==> src/verilog/ocs_consts.vh <==
// constants of the operation-complete synchronisation block
`ifndef OCS_CONSTS_VH
`define OCS_CONSTS_VH
`define OCS_CLK_HZ 100000000
`define OCS_SETTLE_MS 1000
`define OCS_SETTLE_CYC ((`OCS_CLK_HZ / 1000) * `OCS_SETTLE_MS)
`define OCS_MEAS_N 8
`define OCS_ASCII_ONE 8'h31
`define OCS_ESR_OPC 0
`define OCS_STB_MAV 4
`define OCS_STB_ESB 5
`define OCS_STB_RQS 6
`define OCS_ADDR_W 4
`define OCS_A_ESR 4'h0
`define OCS_A_ESE 4'h1
`define OCS_A_STB 4'h2
`define OCS_A_SRE 4'h3
`define OCS_A_OQ 4'h4
`define OCS_A_IRQ_ST 4'h5
`define OCS_A_IRQ_CLR 4'h6
`define OCS_A_IRQ_EN 4'h7
`define OCS_A_CTRL 4'h8
`define OCS_A_STAT 4'h9
`define OCS_IRQ_W 3
`define OCS_IRQ_OPC 0
`define OCS_IRQ_MAV 1
`define OCS_IRQ_SRQ 2
`define OCS_CTRL_PCS 0
`define OCS_CMD_NONE 2'h0
`define OCS_CMD_OPC 2'h1
`define OCS_CMD_OPCQ 2'h2
`define OCS_CMD_WAI 2'h3
`endif

==> src/verilog/ocs_settle_timer.v <==
// one-second settling timer, restarted by each start pulse
`include "ocs_consts.vh"
module ocs_settle_timer #(
  parameter CYCLES = `OCS_SETTLE_CYC
) (
  input wire mclk,
  input wire rst_n,
  input wire start,
  input wire abort,
  output reg running,
  output reg expired
);
  reg [31:0] count;
  always @(posedge mclk or negedge rst_n) begin
    if (!rst_n) begin
      count <= 32'h0;
      running <= 1'b0;
      expired <= 1'b0;
    end else if (abort) begin
      count <= 32'h0;
      running <= 1'b0;
      expired <= 1'b0;
    end else if (start) begin
      count <= CYCLES - 1;
      running <= 1'b1;
      expired <= 1'b0;
    end else if (running) begin
      if (count == 32'h0) begin
        running <= 1'b0;
        expired <= 1'b1;
      end else begin
        count <= count - 32'h1;
      end
    end
  end
endmodule // ocs_settle_timer

==> src/verilog/ocs_sync.v <==
// operation-complete synchronisation: settling timer, measurement polling, status
`include "ocs_consts.vh"
// How it works
// - opc command sets event bit 0 when done
// - opc, opc query, wait start settle timer
// - ask all active measurements to report done
// - complete needs timer expired and all done
// - with option, invalid result blocks completion
// - without option, invalid result still completes
// - opc query enqueues ascii one when done
// - enqueued response sets message-available bit
// - event bit0, event enable bit0 and enable bit5 raise request
// - enable bit4 plus message-available raises request
// - query response waits for preceding commands
// - bus held off while response awaited
// - call-state command never finishes, blocks response
// - reset command drops pending opc and query
// - wait suspends later commands until complete
module ocs_sync #(
  parameter MEAS_N = `OCS_MEAS_N,
  parameter SETTLE_CYC = `OCS_SETTLE_CYC
) (
  input wire mclk,
  input wire rst_n,
  input wire [1:0] cmd_code,
  input wire cmd_valid,
  input wire cmd_call_state,
  input wire rst_cmd,
  input wire [MEAS_N-1:0] meas_active,
  input wire [MEAS_N-1:0] meas_done,
  input wire [MEAS_N-1:0] meas_valid,
  input wire oq_ready,
  input wire [`OCS_ADDR_W-1:0] reg_addr,
  input wire [7:0] reg_wdata,
  input wire reg_wr,
  input wire reg_rd,
  output reg [7:0] reg_rdata,
  output reg [MEAS_N-1:0] meas_report_req,
  output wire cmd_hold,
  output wire oq_holdoff,
  output reg oq_valid,
  output reg [7:0] oq_data,
  output wire srq,
  output wire irq
);
  // stuck: a call-state command ahead of the request never completes
  localparam ST_IDLE = 2'h0;
  localparam ST_WAIT = 2'h1;
  localparam ST_STUCK = 2'h2;

  reg [1:0] state;
  reg [1:0] pend_kind;
  reg [MEAS_N-1:0] snap_active;
  wire [MEAS_N-1:0] got_done;
  reg esr_opc;
  reg [7:0] ese;
  reg [7:0] sre;
  reg pcs_option;
  reg mav;
  reg [`OCS_IRQ_W-1:0] irq_st;
  reg [`OCS_IRQ_W-1:0] irq_en;
  reg srq_d;
  reg [1:0] next_state;
  reg [7:0] next_rdata;

  wire tmr_running;
  wire tmr_expired;
  wire start_req;
  wire all_done;
  wire invalid_block;
  wire satisfied;
  wire ess;
  wire [7:0] stb;
  wire opc_event;
  wire mav_event;
  wire srq_event;
  wire oq_read;
  wire irq_clr_wr;

  wire esr_rd;
  wire ese_wr;
  wire sre_wr;
  wire ctrl_wr;
  wire irq_en_wr;
  wire load_req;
  wire drop_req;
  genvar gi;

  function sel;
    input [`OCS_ADDR_W-1:0] a;
    input [`OCS_ADDR_W-1:0] b;
    begin
      sel = (a == b);
    end
  endfunction

  assign start_req = cmd_valid && (cmd_code != `OCS_CMD_NONE) && !rst_cmd;
  assign oq_read = reg_rd && sel(reg_addr, `OCS_A_OQ);
  assign irq_clr_wr = reg_wr && sel(reg_addr, `OCS_A_IRQ_CLR);
  // register strobes decoded once, shared by the blocks below
  assign esr_rd = reg_rd && sel(reg_addr, `OCS_A_ESR);
  assign ese_wr = reg_wr && sel(reg_addr, `OCS_A_ESE);
  assign sre_wr = reg_wr && sel(reg_addr, `OCS_A_SRE);
  assign ctrl_wr = reg_wr && sel(reg_addr, `OCS_A_CTRL);
  assign irq_en_wr = reg_wr && sel(reg_addr, `OCS_A_IRQ_EN);

  // restarted by every accepted request, so the wait always runs full length

  ocs_settle_timer #(
    .CYCLES(SETTLE_CYC)
  ) u_timer (
    .mclk(mclk),
    .rst_n(rst_n),
    .start(start_req),
    .abort(rst_cmd),
    .running(tmr_running),
    .expired(tmr_expired)
  );

  // a measurement counts done once it reported while being asked
  assign all_done = ((got_done | meas_done) & snap_active) == snap_active;
  assign invalid_block = pcs_option && |(snap_active & ~meas_valid);
  assign satisfied = (state == ST_WAIT) && tmr_expired && all_done && !invalid_block;
  assign load_req = start_req && (state != ST_STUCK);
  assign drop_req = rst_cmd || satisfied;

  always @* begin
    next_state = state;
    case (state)
      ST_IDLE: begin
        if (start_req) begin
          next_state = cmd_call_state ? ST_STUCK : ST_WAIT;
        end
      end
      ST_WAIT: begin
        if (rst_cmd) begin
          next_state = ST_IDLE;
        end else if (start_req) begin
          next_state = cmd_call_state ? ST_STUCK : ST_WAIT;
        end else if (satisfied) begin
          next_state = ST_IDLE;
        end
      end
      ST_STUCK: begin
        if (rst_cmd) begin
          next_state = ST_IDLE;
        end
      end
      default: begin
        next_state = ST_IDLE;
      end
    endcase
  end

  always @(posedge mclk or negedge rst_n) begin
    if (!rst_n) begin
      state <= ST_IDLE;
    end else begin
      state <= next_state;
    end
  end

  always @(posedge mclk or negedge rst_n) begin
    if (!rst_n) begin
      pend_kind <= `OCS_CMD_NONE;
    end else if (load_req) begin
      pend_kind <= cmd_code;
    end else if (drop_req) begin
      pend_kind <= `OCS_CMD_NONE;
    end
  end

  always @(posedge mclk or negedge rst_n) begin
    if (!rst_n) begin
      snap_active <= {MEAS_N{1'b0}};
    end else if (load_req) begin
      snap_active <= meas_active;
    end
  end

  always @(posedge mclk or negedge rst_n) begin
    if (!rst_n) begin
      meas_report_req <= {MEAS_N{1'b0}};
    end else if (load_req) begin
      meas_report_req <= meas_active;
    end else if (drop_req) begin
      meas_report_req <= {MEAS_N{1'b0}};
    end
  end

  // one done catcher per measurement; a report counts only while it is asked for
  generate
    for (gi = 0; gi < MEAS_N; gi = gi + 1) begin : g_meas
      reg seen;
      always @(posedge mclk or negedge rst_n) begin
        if (!rst_n) begin
          seen <= 1'b0;
        end else if (load_req || drop_req) begin
          seen <= 1'b0;
        end else if (meas_done[gi] && meas_report_req[gi]) begin
          seen <= 1'b1;
        end
      end
      assign got_done[gi] = seen;
    end
  endgenerate

  // later commands stall while any completion request is outstanding
  assign cmd_hold = (state != ST_IDLE);
  assign oq_holdoff = (state != ST_IDLE) && (pend_kind == `OCS_CMD_OPCQ);

  assign opc_event = satisfied && (pend_kind == `OCS_CMD_OPC);
  assign mav_event = satisfied && (pend_kind == `OCS_CMD_OPCQ);

  // event set wins over a read-clear in the same cycle
  always @(posedge mclk or negedge rst_n) begin
    if (!rst_n) begin
      esr_opc <= 1'b0;
    end else if (opc_event) begin
      esr_opc <= 1'b1;
    end else if (esr_rd) begin
      esr_opc <= 1'b0;
    end
  end

  // a new response wins over a pop in the same cycle
  always @(posedge mclk or negedge rst_n) begin
    if (!rst_n) begin
      oq_valid <= 1'b0;
      mav <= 1'b0;
    end else if (mav_event) begin
      oq_valid <= 1'b1;
      mav <= 1'b1;
    end else if (oq_read || (oq_valid && oq_ready)) begin
      oq_valid <= 1'b0;
      mav <= 1'b0;
    end
  end

  always @(posedge mclk or negedge rst_n) begin
    if (!rst_n) begin
      oq_data <= 8'h00;
    end else if (mav_event) begin
      oq_data <= `OCS_ASCII_ONE;
    end
  end

  // status byte: summary bits of the message and event paths
  assign ess = |({7'h00, esr_opc} & ese);
  assign stb[3:0] = 4'h0;
  assign stb[`OCS_STB_MAV] = mav;
  assign stb[`OCS_STB_ESB] = ess;
  assign stb[`OCS_STB_RQS] = srq;
  assign stb[7] = 1'b0;
  assign srq = (ess && sre[`OCS_STB_ESB]) || (mav && sre[`OCS_STB_MAV]);

  assign srq_event = srq && !srq_d;

  always @(posedge mclk or negedge rst_n) begin
    if (!rst_n) begin
      srq_d <= 1'b0;
    end else begin
      srq_d <= srq;
    end
  end

  always @(posedge mclk or negedge rst_n) begin
    if (!rst_n) begin
      ese <= 8'h00;
    end else if (ese_wr) begin
      ese <= reg_wdata;
    end
  end

  always @(posedge mclk or negedge rst_n) begin
    if (!rst_n) begin
      sre <= 8'h00;
    end else if (sre_wr) begin
      sre <= reg_wdata;
    end
  end

  always @(posedge mclk or negedge rst_n) begin
    if (!rst_n) begin
      pcs_option <= 1'b0;
    end else if (ctrl_wr) begin
      pcs_option <= reg_wdata[`OCS_CTRL_PCS];
    end
  end

  always @(posedge mclk or negedge rst_n) begin
    if (!rst_n) begin
      irq_en <= {`OCS_IRQ_W{1'b0}};
    end else if (irq_en_wr) begin
      irq_en <= reg_wdata[`OCS_IRQ_W-1:0];
    end
  end

  // a clear and a new event in one cycle leave the bit set
  always @(posedge mclk or negedge rst_n) begin
    if (!rst_n) begin
      irq_st <= {`OCS_IRQ_W{1'b0}};
    end else begin
      irq_st <= (irq_st & ~(irq_clr_wr ? reg_wdata[`OCS_IRQ_W-1:0] : {`OCS_IRQ_W{1'b0}}))
        | {srq_event, mav_event, opc_event};
    end
  end

  // level interrupt while any enabled sticky bit is set
  assign irq = |(irq_st & irq_en);

  // read mux; the flop below shows the word in the cycle after the strobe
  always @* begin
    next_rdata = 8'h00;
    case (reg_addr)
      `OCS_A_ESR: next_rdata = {7'h00, esr_opc};
      `OCS_A_ESE: next_rdata = ese;
      `OCS_A_STB: next_rdata = stb;
      `OCS_A_SRE: next_rdata = sre;
      `OCS_A_OQ: next_rdata = oq_valid ? oq_data : 8'h00;
      `OCS_A_IRQ_ST: next_rdata = {5'h00, irq_st};
      `OCS_A_IRQ_EN: next_rdata = {5'h00, irq_en};
      `OCS_A_CTRL: next_rdata = {7'h00, pcs_option};
      `OCS_A_STAT: next_rdata = {3'h0, tmr_expired, tmr_running, pend_kind, state == ST_STUCK};
      default: next_rdata = 8'h00;
    endcase
  end

  always @(posedge mclk or negedge rst_n) begin
    if (!rst_n) begin
      reg_rdata <= 8'h00;
    end else if (reg_rd) begin
      reg_rdata <= next_rdata;
    end
  end
endmodule // ocs_sync

==> config.mk <==
export PLATFORM = sky130hd
export DESIGN_NAME = ocs_sync
export DESIGN_NICKNAME = d
export VERILOG_FILES = /design/src/verilog/ocs_settle_timer.v /design/src/verilog/ocs_sync.v
export VERILOG_INCLUDE_DIRS = /design/src /design/src/verilog
export SDC_FILE = /design/constraint.sdc
export NUM_CORES = 1
export LEC_CHECK = 0
export ABC_AREA = 1
export ABC_CLOCK_PERIOD_IN_PS = 2200
export BUFFER_PORTS_ARGS = -buffer_cell sky130_fd_sc_hd__buf_4
export CORE_ASPECT_RATIO = 1.25
export CORE_MARGIN = 1.5
export CORE_UTILIZATION = 38
export DETAILED_ROUTE_END_ITERATION = 7
export PLACE_DENSITY = 0.62
export RECOVER_POWER = 25
export SLEW_MARGIN = 20
export SYNTH_ARGS = -nofsm -noshare
export SYNTH_HDL_FRONTEND = slang
export SYNTH_SLANG_ARGS = --single-unit
==> constraint.sdc <==
create_clock -name mclk -period 2.2 [get_ports mclk]
set_clock_uncertainty 0.1 [all_clocks]
set_input_delay 0.11 -clock mclk [delete_from_list [all_inputs] [get_ports mclk]]
set_output_delay 0.11 -clock mclk [all_outputs]
set_load 0.01 [all_outputs]
==> results by stage <==
Run status:
- The flow ran to the end, and the final reports show no timing, DRC or antenna violations.

Clock tree:
- The root buffer cell chosen for the clock tree is sky130_fd_sc_hd__clkbuf_16.
- The clock reaches the later pin of the worst-skew pair after 360 ps.
- The CTS tree is built.
- The number of buffers on the longest clock path is 2.
- Clock-pin slew was measured on the worst setup and hold paths at 70 ps.
- The number of clock buffers added by TritonCTS is 9.
- The post-cts gate resize count is 0.
- The H-tree generated during clock tree synthesis spans 3 levels.
- The number of sinks driven by the clock tree is 97.

Floorplan:
- The effective utilization at floorplan is 0.3890.
- The chip height is 133.4 um.
- The die outline width is 107.3 um.
- The number of cell rows is 47.
- The die covers 14320 sq um.
- The number of ports placed on the die boundary is 75.
- The core region is 13290 sq um.

Synthesis:
- The most frequently used flop master after synthesis is sky130_fd_sc_hd__dfrtp_1.
- Synthesis inferred 97 register bits.
- The cell count after synthesis came out at 689.
- A synthesized cell averages 7.504 sq um.
- Of the total synthesized cell area, the portion taken by AND, OR, NAND and NOR gates is 0.2887.
- The post-synthesis instance area is 5170 sq um.
- The share of the yosys chip area belonging to registers is 0.4695.
- The netlist uses 37 different library cells.
- Of the total synthesized cell area, the portion taken by XOR and XNOR cells is 0.01525.
- The number of synthesized flops with an enable pin is 0.
- Yosys printed 0 warnings.
- The fraction of the mapped netlist area in compound gates is 0.1295.
- The portion of synthesized area spent on multiplexers is 0.
- In the synthesized netlist the async set-or-reset flop fraction comes to 1.000.
- By area, the combinational part of the netlist is dominated by simple AND/OR/NAND/NOR gates.
- The post-synthesis share of cell area spent on full adders, half adders and majority gates is 0.002420.

Cells and area:
- The most common cell after layout, fill and taps aside is sky130_fd_sc_hd__nand2_1.
- The number of fill cells in the layout is 1316.
- After the last flow step, the layout net total stands at 846.
- From synthesis to final layout, the design area changed by 25.63%.
- Of the cells placed in the final design, the portion with a size suffix greater than 1 is 0.1542.
- The share of the core filled with cells in the final layout is 0.4887.
- The number of diodes is 0.
- In the layout the commonest cells are sky130_fd_sc_hd__nand2_1, sky130_fd_sc_hd__dfrtp_1, sky130_fd_sc_hd__inv_1, sky130_fd_sc_hd__nor2_1, sky130_fd_sc_hd__buf_4.

Detailed routing:
- After detailed routing, the number of remaining DRC violations is 0.
- The detailed-routing iteration count for the pre-antenna-repair pass is 5.
- The post-route antenna net violation count is 0.
- The detailed route wirelength on metal2 is 6977 um.
- Detailed routing placed a total of 469 um of wire on met3.
- The length of routed wiring on met1 is 6004 um.
- Routed signal wires occupy layers up through met4.
- The total vias in the final route is 4808.
- The per-cell routed wire length is 14.11 um.
- Summed over all layers, the routed wires come to 13760 um.
- The first routing iteration left 230 violations.
- The number of vias per cell is 4.931.

Pwr:
- The maximum vdd ir drop is 0.5022 mV.
- The power share of the clock group is 0.318.
- The reported net switching power is 1.694 mW.
- The sequential fraction of design power is 0.439.
- The final total power is 5.100 mW.
- The static leakage power is 3.197 nW.
- The cell-internal power is 3.407 mW.
- The share of total power dissipated in combinational logic is 0.244.
- The total power divided by cell area is 785.3 nW/um^2.
- The net switching fraction of the power is 0.3321.

Critical path:
- The signal on the critical path passes through inv_1 -> ha_1 -> nand2_2 -> nor2_4 -> nand2_2 -> o21ai_4 -> nand2_2 -> a21oi_1 -> nor2_1.
- Data arrives at the worst endpoint at 2150 ps.
- The maximum cell stage delay along the critical path is 400 ps.
- The buffering stage count on the worst path with inverters included is 1.
- STA classifies the critical path endpoint as a register.
- The cell that appears most often on the critical path is sky130_fd_sc_hd__nand2_2.
- Among all stages on the critical path, the largest delay is contributed by sky130_fd_sc_hd__dfrtp_1.
- The worst setup path is launched from a register.
- At the worst endpoint, the required time is 2350 ps.
- On the critical path the largest part of the delay comes from simple AND/OR/NAND/NOR gates.
- The maximum fanout encountered on the critical timing path is 11.
- The critical path is of the reg2reg type.
- In this run the register-to-register setup slack is 190 ps.

GRT:
- The number of global-route vias before repair came to 4795.
- The initial antenna violation count was 0.
- The total overflow left after global routing is 0.
- The total routing resource utilization after global routing is 0.2030.
- The first global-routing pass estimated 22830 um of wire.
- The pin count of the biggest net entering global routing is 47.

Timing:
- Static timing analysis puts the maximum clock frequency at 498.3 MHz.
- Setup repair after global routing left no endpoint under its margin.
- The final setup TNS is 0 ps.
- The relative max-transition margin is 0.4151.
- Setup slack on the critical path of the routed design comes to 193.1 ps.
- The final critical delay including setup and external delays is 2007 ps.
- The total count of max-transition violations in the final report was 0.
- The slew at the pin closest to its max-slew limit is 877.4 ps.
- The portion of the clock cycle consumed by the worst path in the final layout is 0.9122.
- The setup violation total in the final timing report is 0.
- The final-report hold violation count is 0.
- The final hold slack is 13.69 ps.

Placement:
- The quantity of I/O buffers inserted on ports is 69.
- The HPWL after detailed placement is 10050 um.
- OpenSTA, run right after detailed placement, puts the worst setup slack at 168.2 ps.
- At the end of routability-driven placement, the weighted congestion stood at 0.9027.

Job:
- The tool flagged a number of max-cap violations equal to 0.

Worst hold path:
- The worst min-delay path class is in2reg.
-- per-layer routing --
metal | track usage | up-vias
met5 | 0 | -
li1 | - | 2399
met2 | 0.3528 | 112
met3 | 0.03718 | 25
met1 | 0.2484 | 2272
met4 | 0.07556 | 0
-- logic make-up (layout without fill, tap and decap cells) --
logic type / count (synthesis) / in the layout
other: 1 / 5
AO/OA/AOI/OAI: 119 / 119
AND/OR/NAND/NOR: 348 / 348
adder cells (fa/ha/maj): 1 / 1
XOR/XNOR: 9 / 9
buffers and inverters: 114 / 225
flip-flops: 97 / 97
-- cell usage after synthesis (all sizes together) (4+ instances only) --
master | n | area (sq um)
xor2 | 7 | 61.31
nand3 | 37 | 195.2
nor3 | 7 | 35.03
a21oi | 26 | 133.9
nand2 | 199 | 772.0
dfrtp | 97 | 2427
nand4 | 9 | 56.30
o2111ai | 4 | 35.03
inv | 96 | 360.4
o211ai | 5 | 37.54
o21ai | 73 | 380.4
nor2 | 93 | 411.6
buf | 13 | 106.3
clkbuf | 4 | 15.01
-- worst paths after layout --
check,from,endpoint,depth (start not counted)
max in group asynchronous,rst_n,ese[5],3
min in group asynchronous,rst_n,u_timer.count[21],2
worst max-delay path,u_timer.count[0],u_timer.count[28],9
worst max register to register,u_timer.count[0],u_timer.count[28],9
worst min register to register,srq_d,irq_st[2],1
worst min-delay path,rst_cmd,state[1],4
-- sequential cells by signal (all words and copies together), names as in the netlist --
signal,flops
g_meas.seen,8
u_timer.count,32
oq_data,1
pend_kind,2
srq_d,1
u_timer.running,1
reg_rdata,8
snap_active,8
ese,8
sre,8
state,2
irq_st,3
esr_opc,1
meas_report_req,8
pcs_option,1
u_timer.expired,1
irq_en,3
mav,1
-- final cells by class --
class	count	area, sq um	area share
inverters	97	364.1	0.05606
clock inverters	7	80.08	0.01233
repair buffers	112	912.1	0.1404
multi-input cells	482	2272	0.3498
well taps	171	214.0	0.03294
flip-flops and latches	97	2427	0.3737
clock buffers	9	225.2	0.03468
-- power by group through the flow --
stage / registers, mW / logic (mW) / clock network [mW]
detailed placement: 2.27 / 1.20 / 0
finish: 2.24 / 1.24 / 1.62
global placement: 2.26 / 1.18 / 0
floorplan: 2.23 / 0.795 / 0
CTS: 2.23 / 1.25 / 1.66
global route: 2.27 / 1.40 / 1.74
-- per-stage QoR --
stage	instances	cell area (sq um)
after CTS	973	6499
after global routing	975	6495
after detailed placement	926	5883
final	975	6495
after global placement	926	5883
after floorplan	693	5185
-- timing repair --
action	CTS	global route
endpoints found under the hold margin	79	0
hold buffers	31	0
setup buffers	0	2
setup endpoints to repair	0	2
-- worst register-to-register path, stage by stage (launching register included) --
cell and delay [ps]:
sky130_fd_sc_hd__dfrtp_1 400, sky130_fd_sc_hd__inv_1 100, sky130_fd_sc_hd__ha_1 230, sky130_fd_sc_hd__nand2_2 100
sky130_fd_sc_hd__nor2_4 150, sky130_fd_sc_hd__nand2_2 90, sky130_fd_sc_hd__o21ai_4 240, sky130_fd_sc_hd__nand2_2 240
sky130_fd_sc_hd__a21oi_1 190, sky130_fd_sc_hd__nor2_1 60
(Power assumes the default switching activity.)
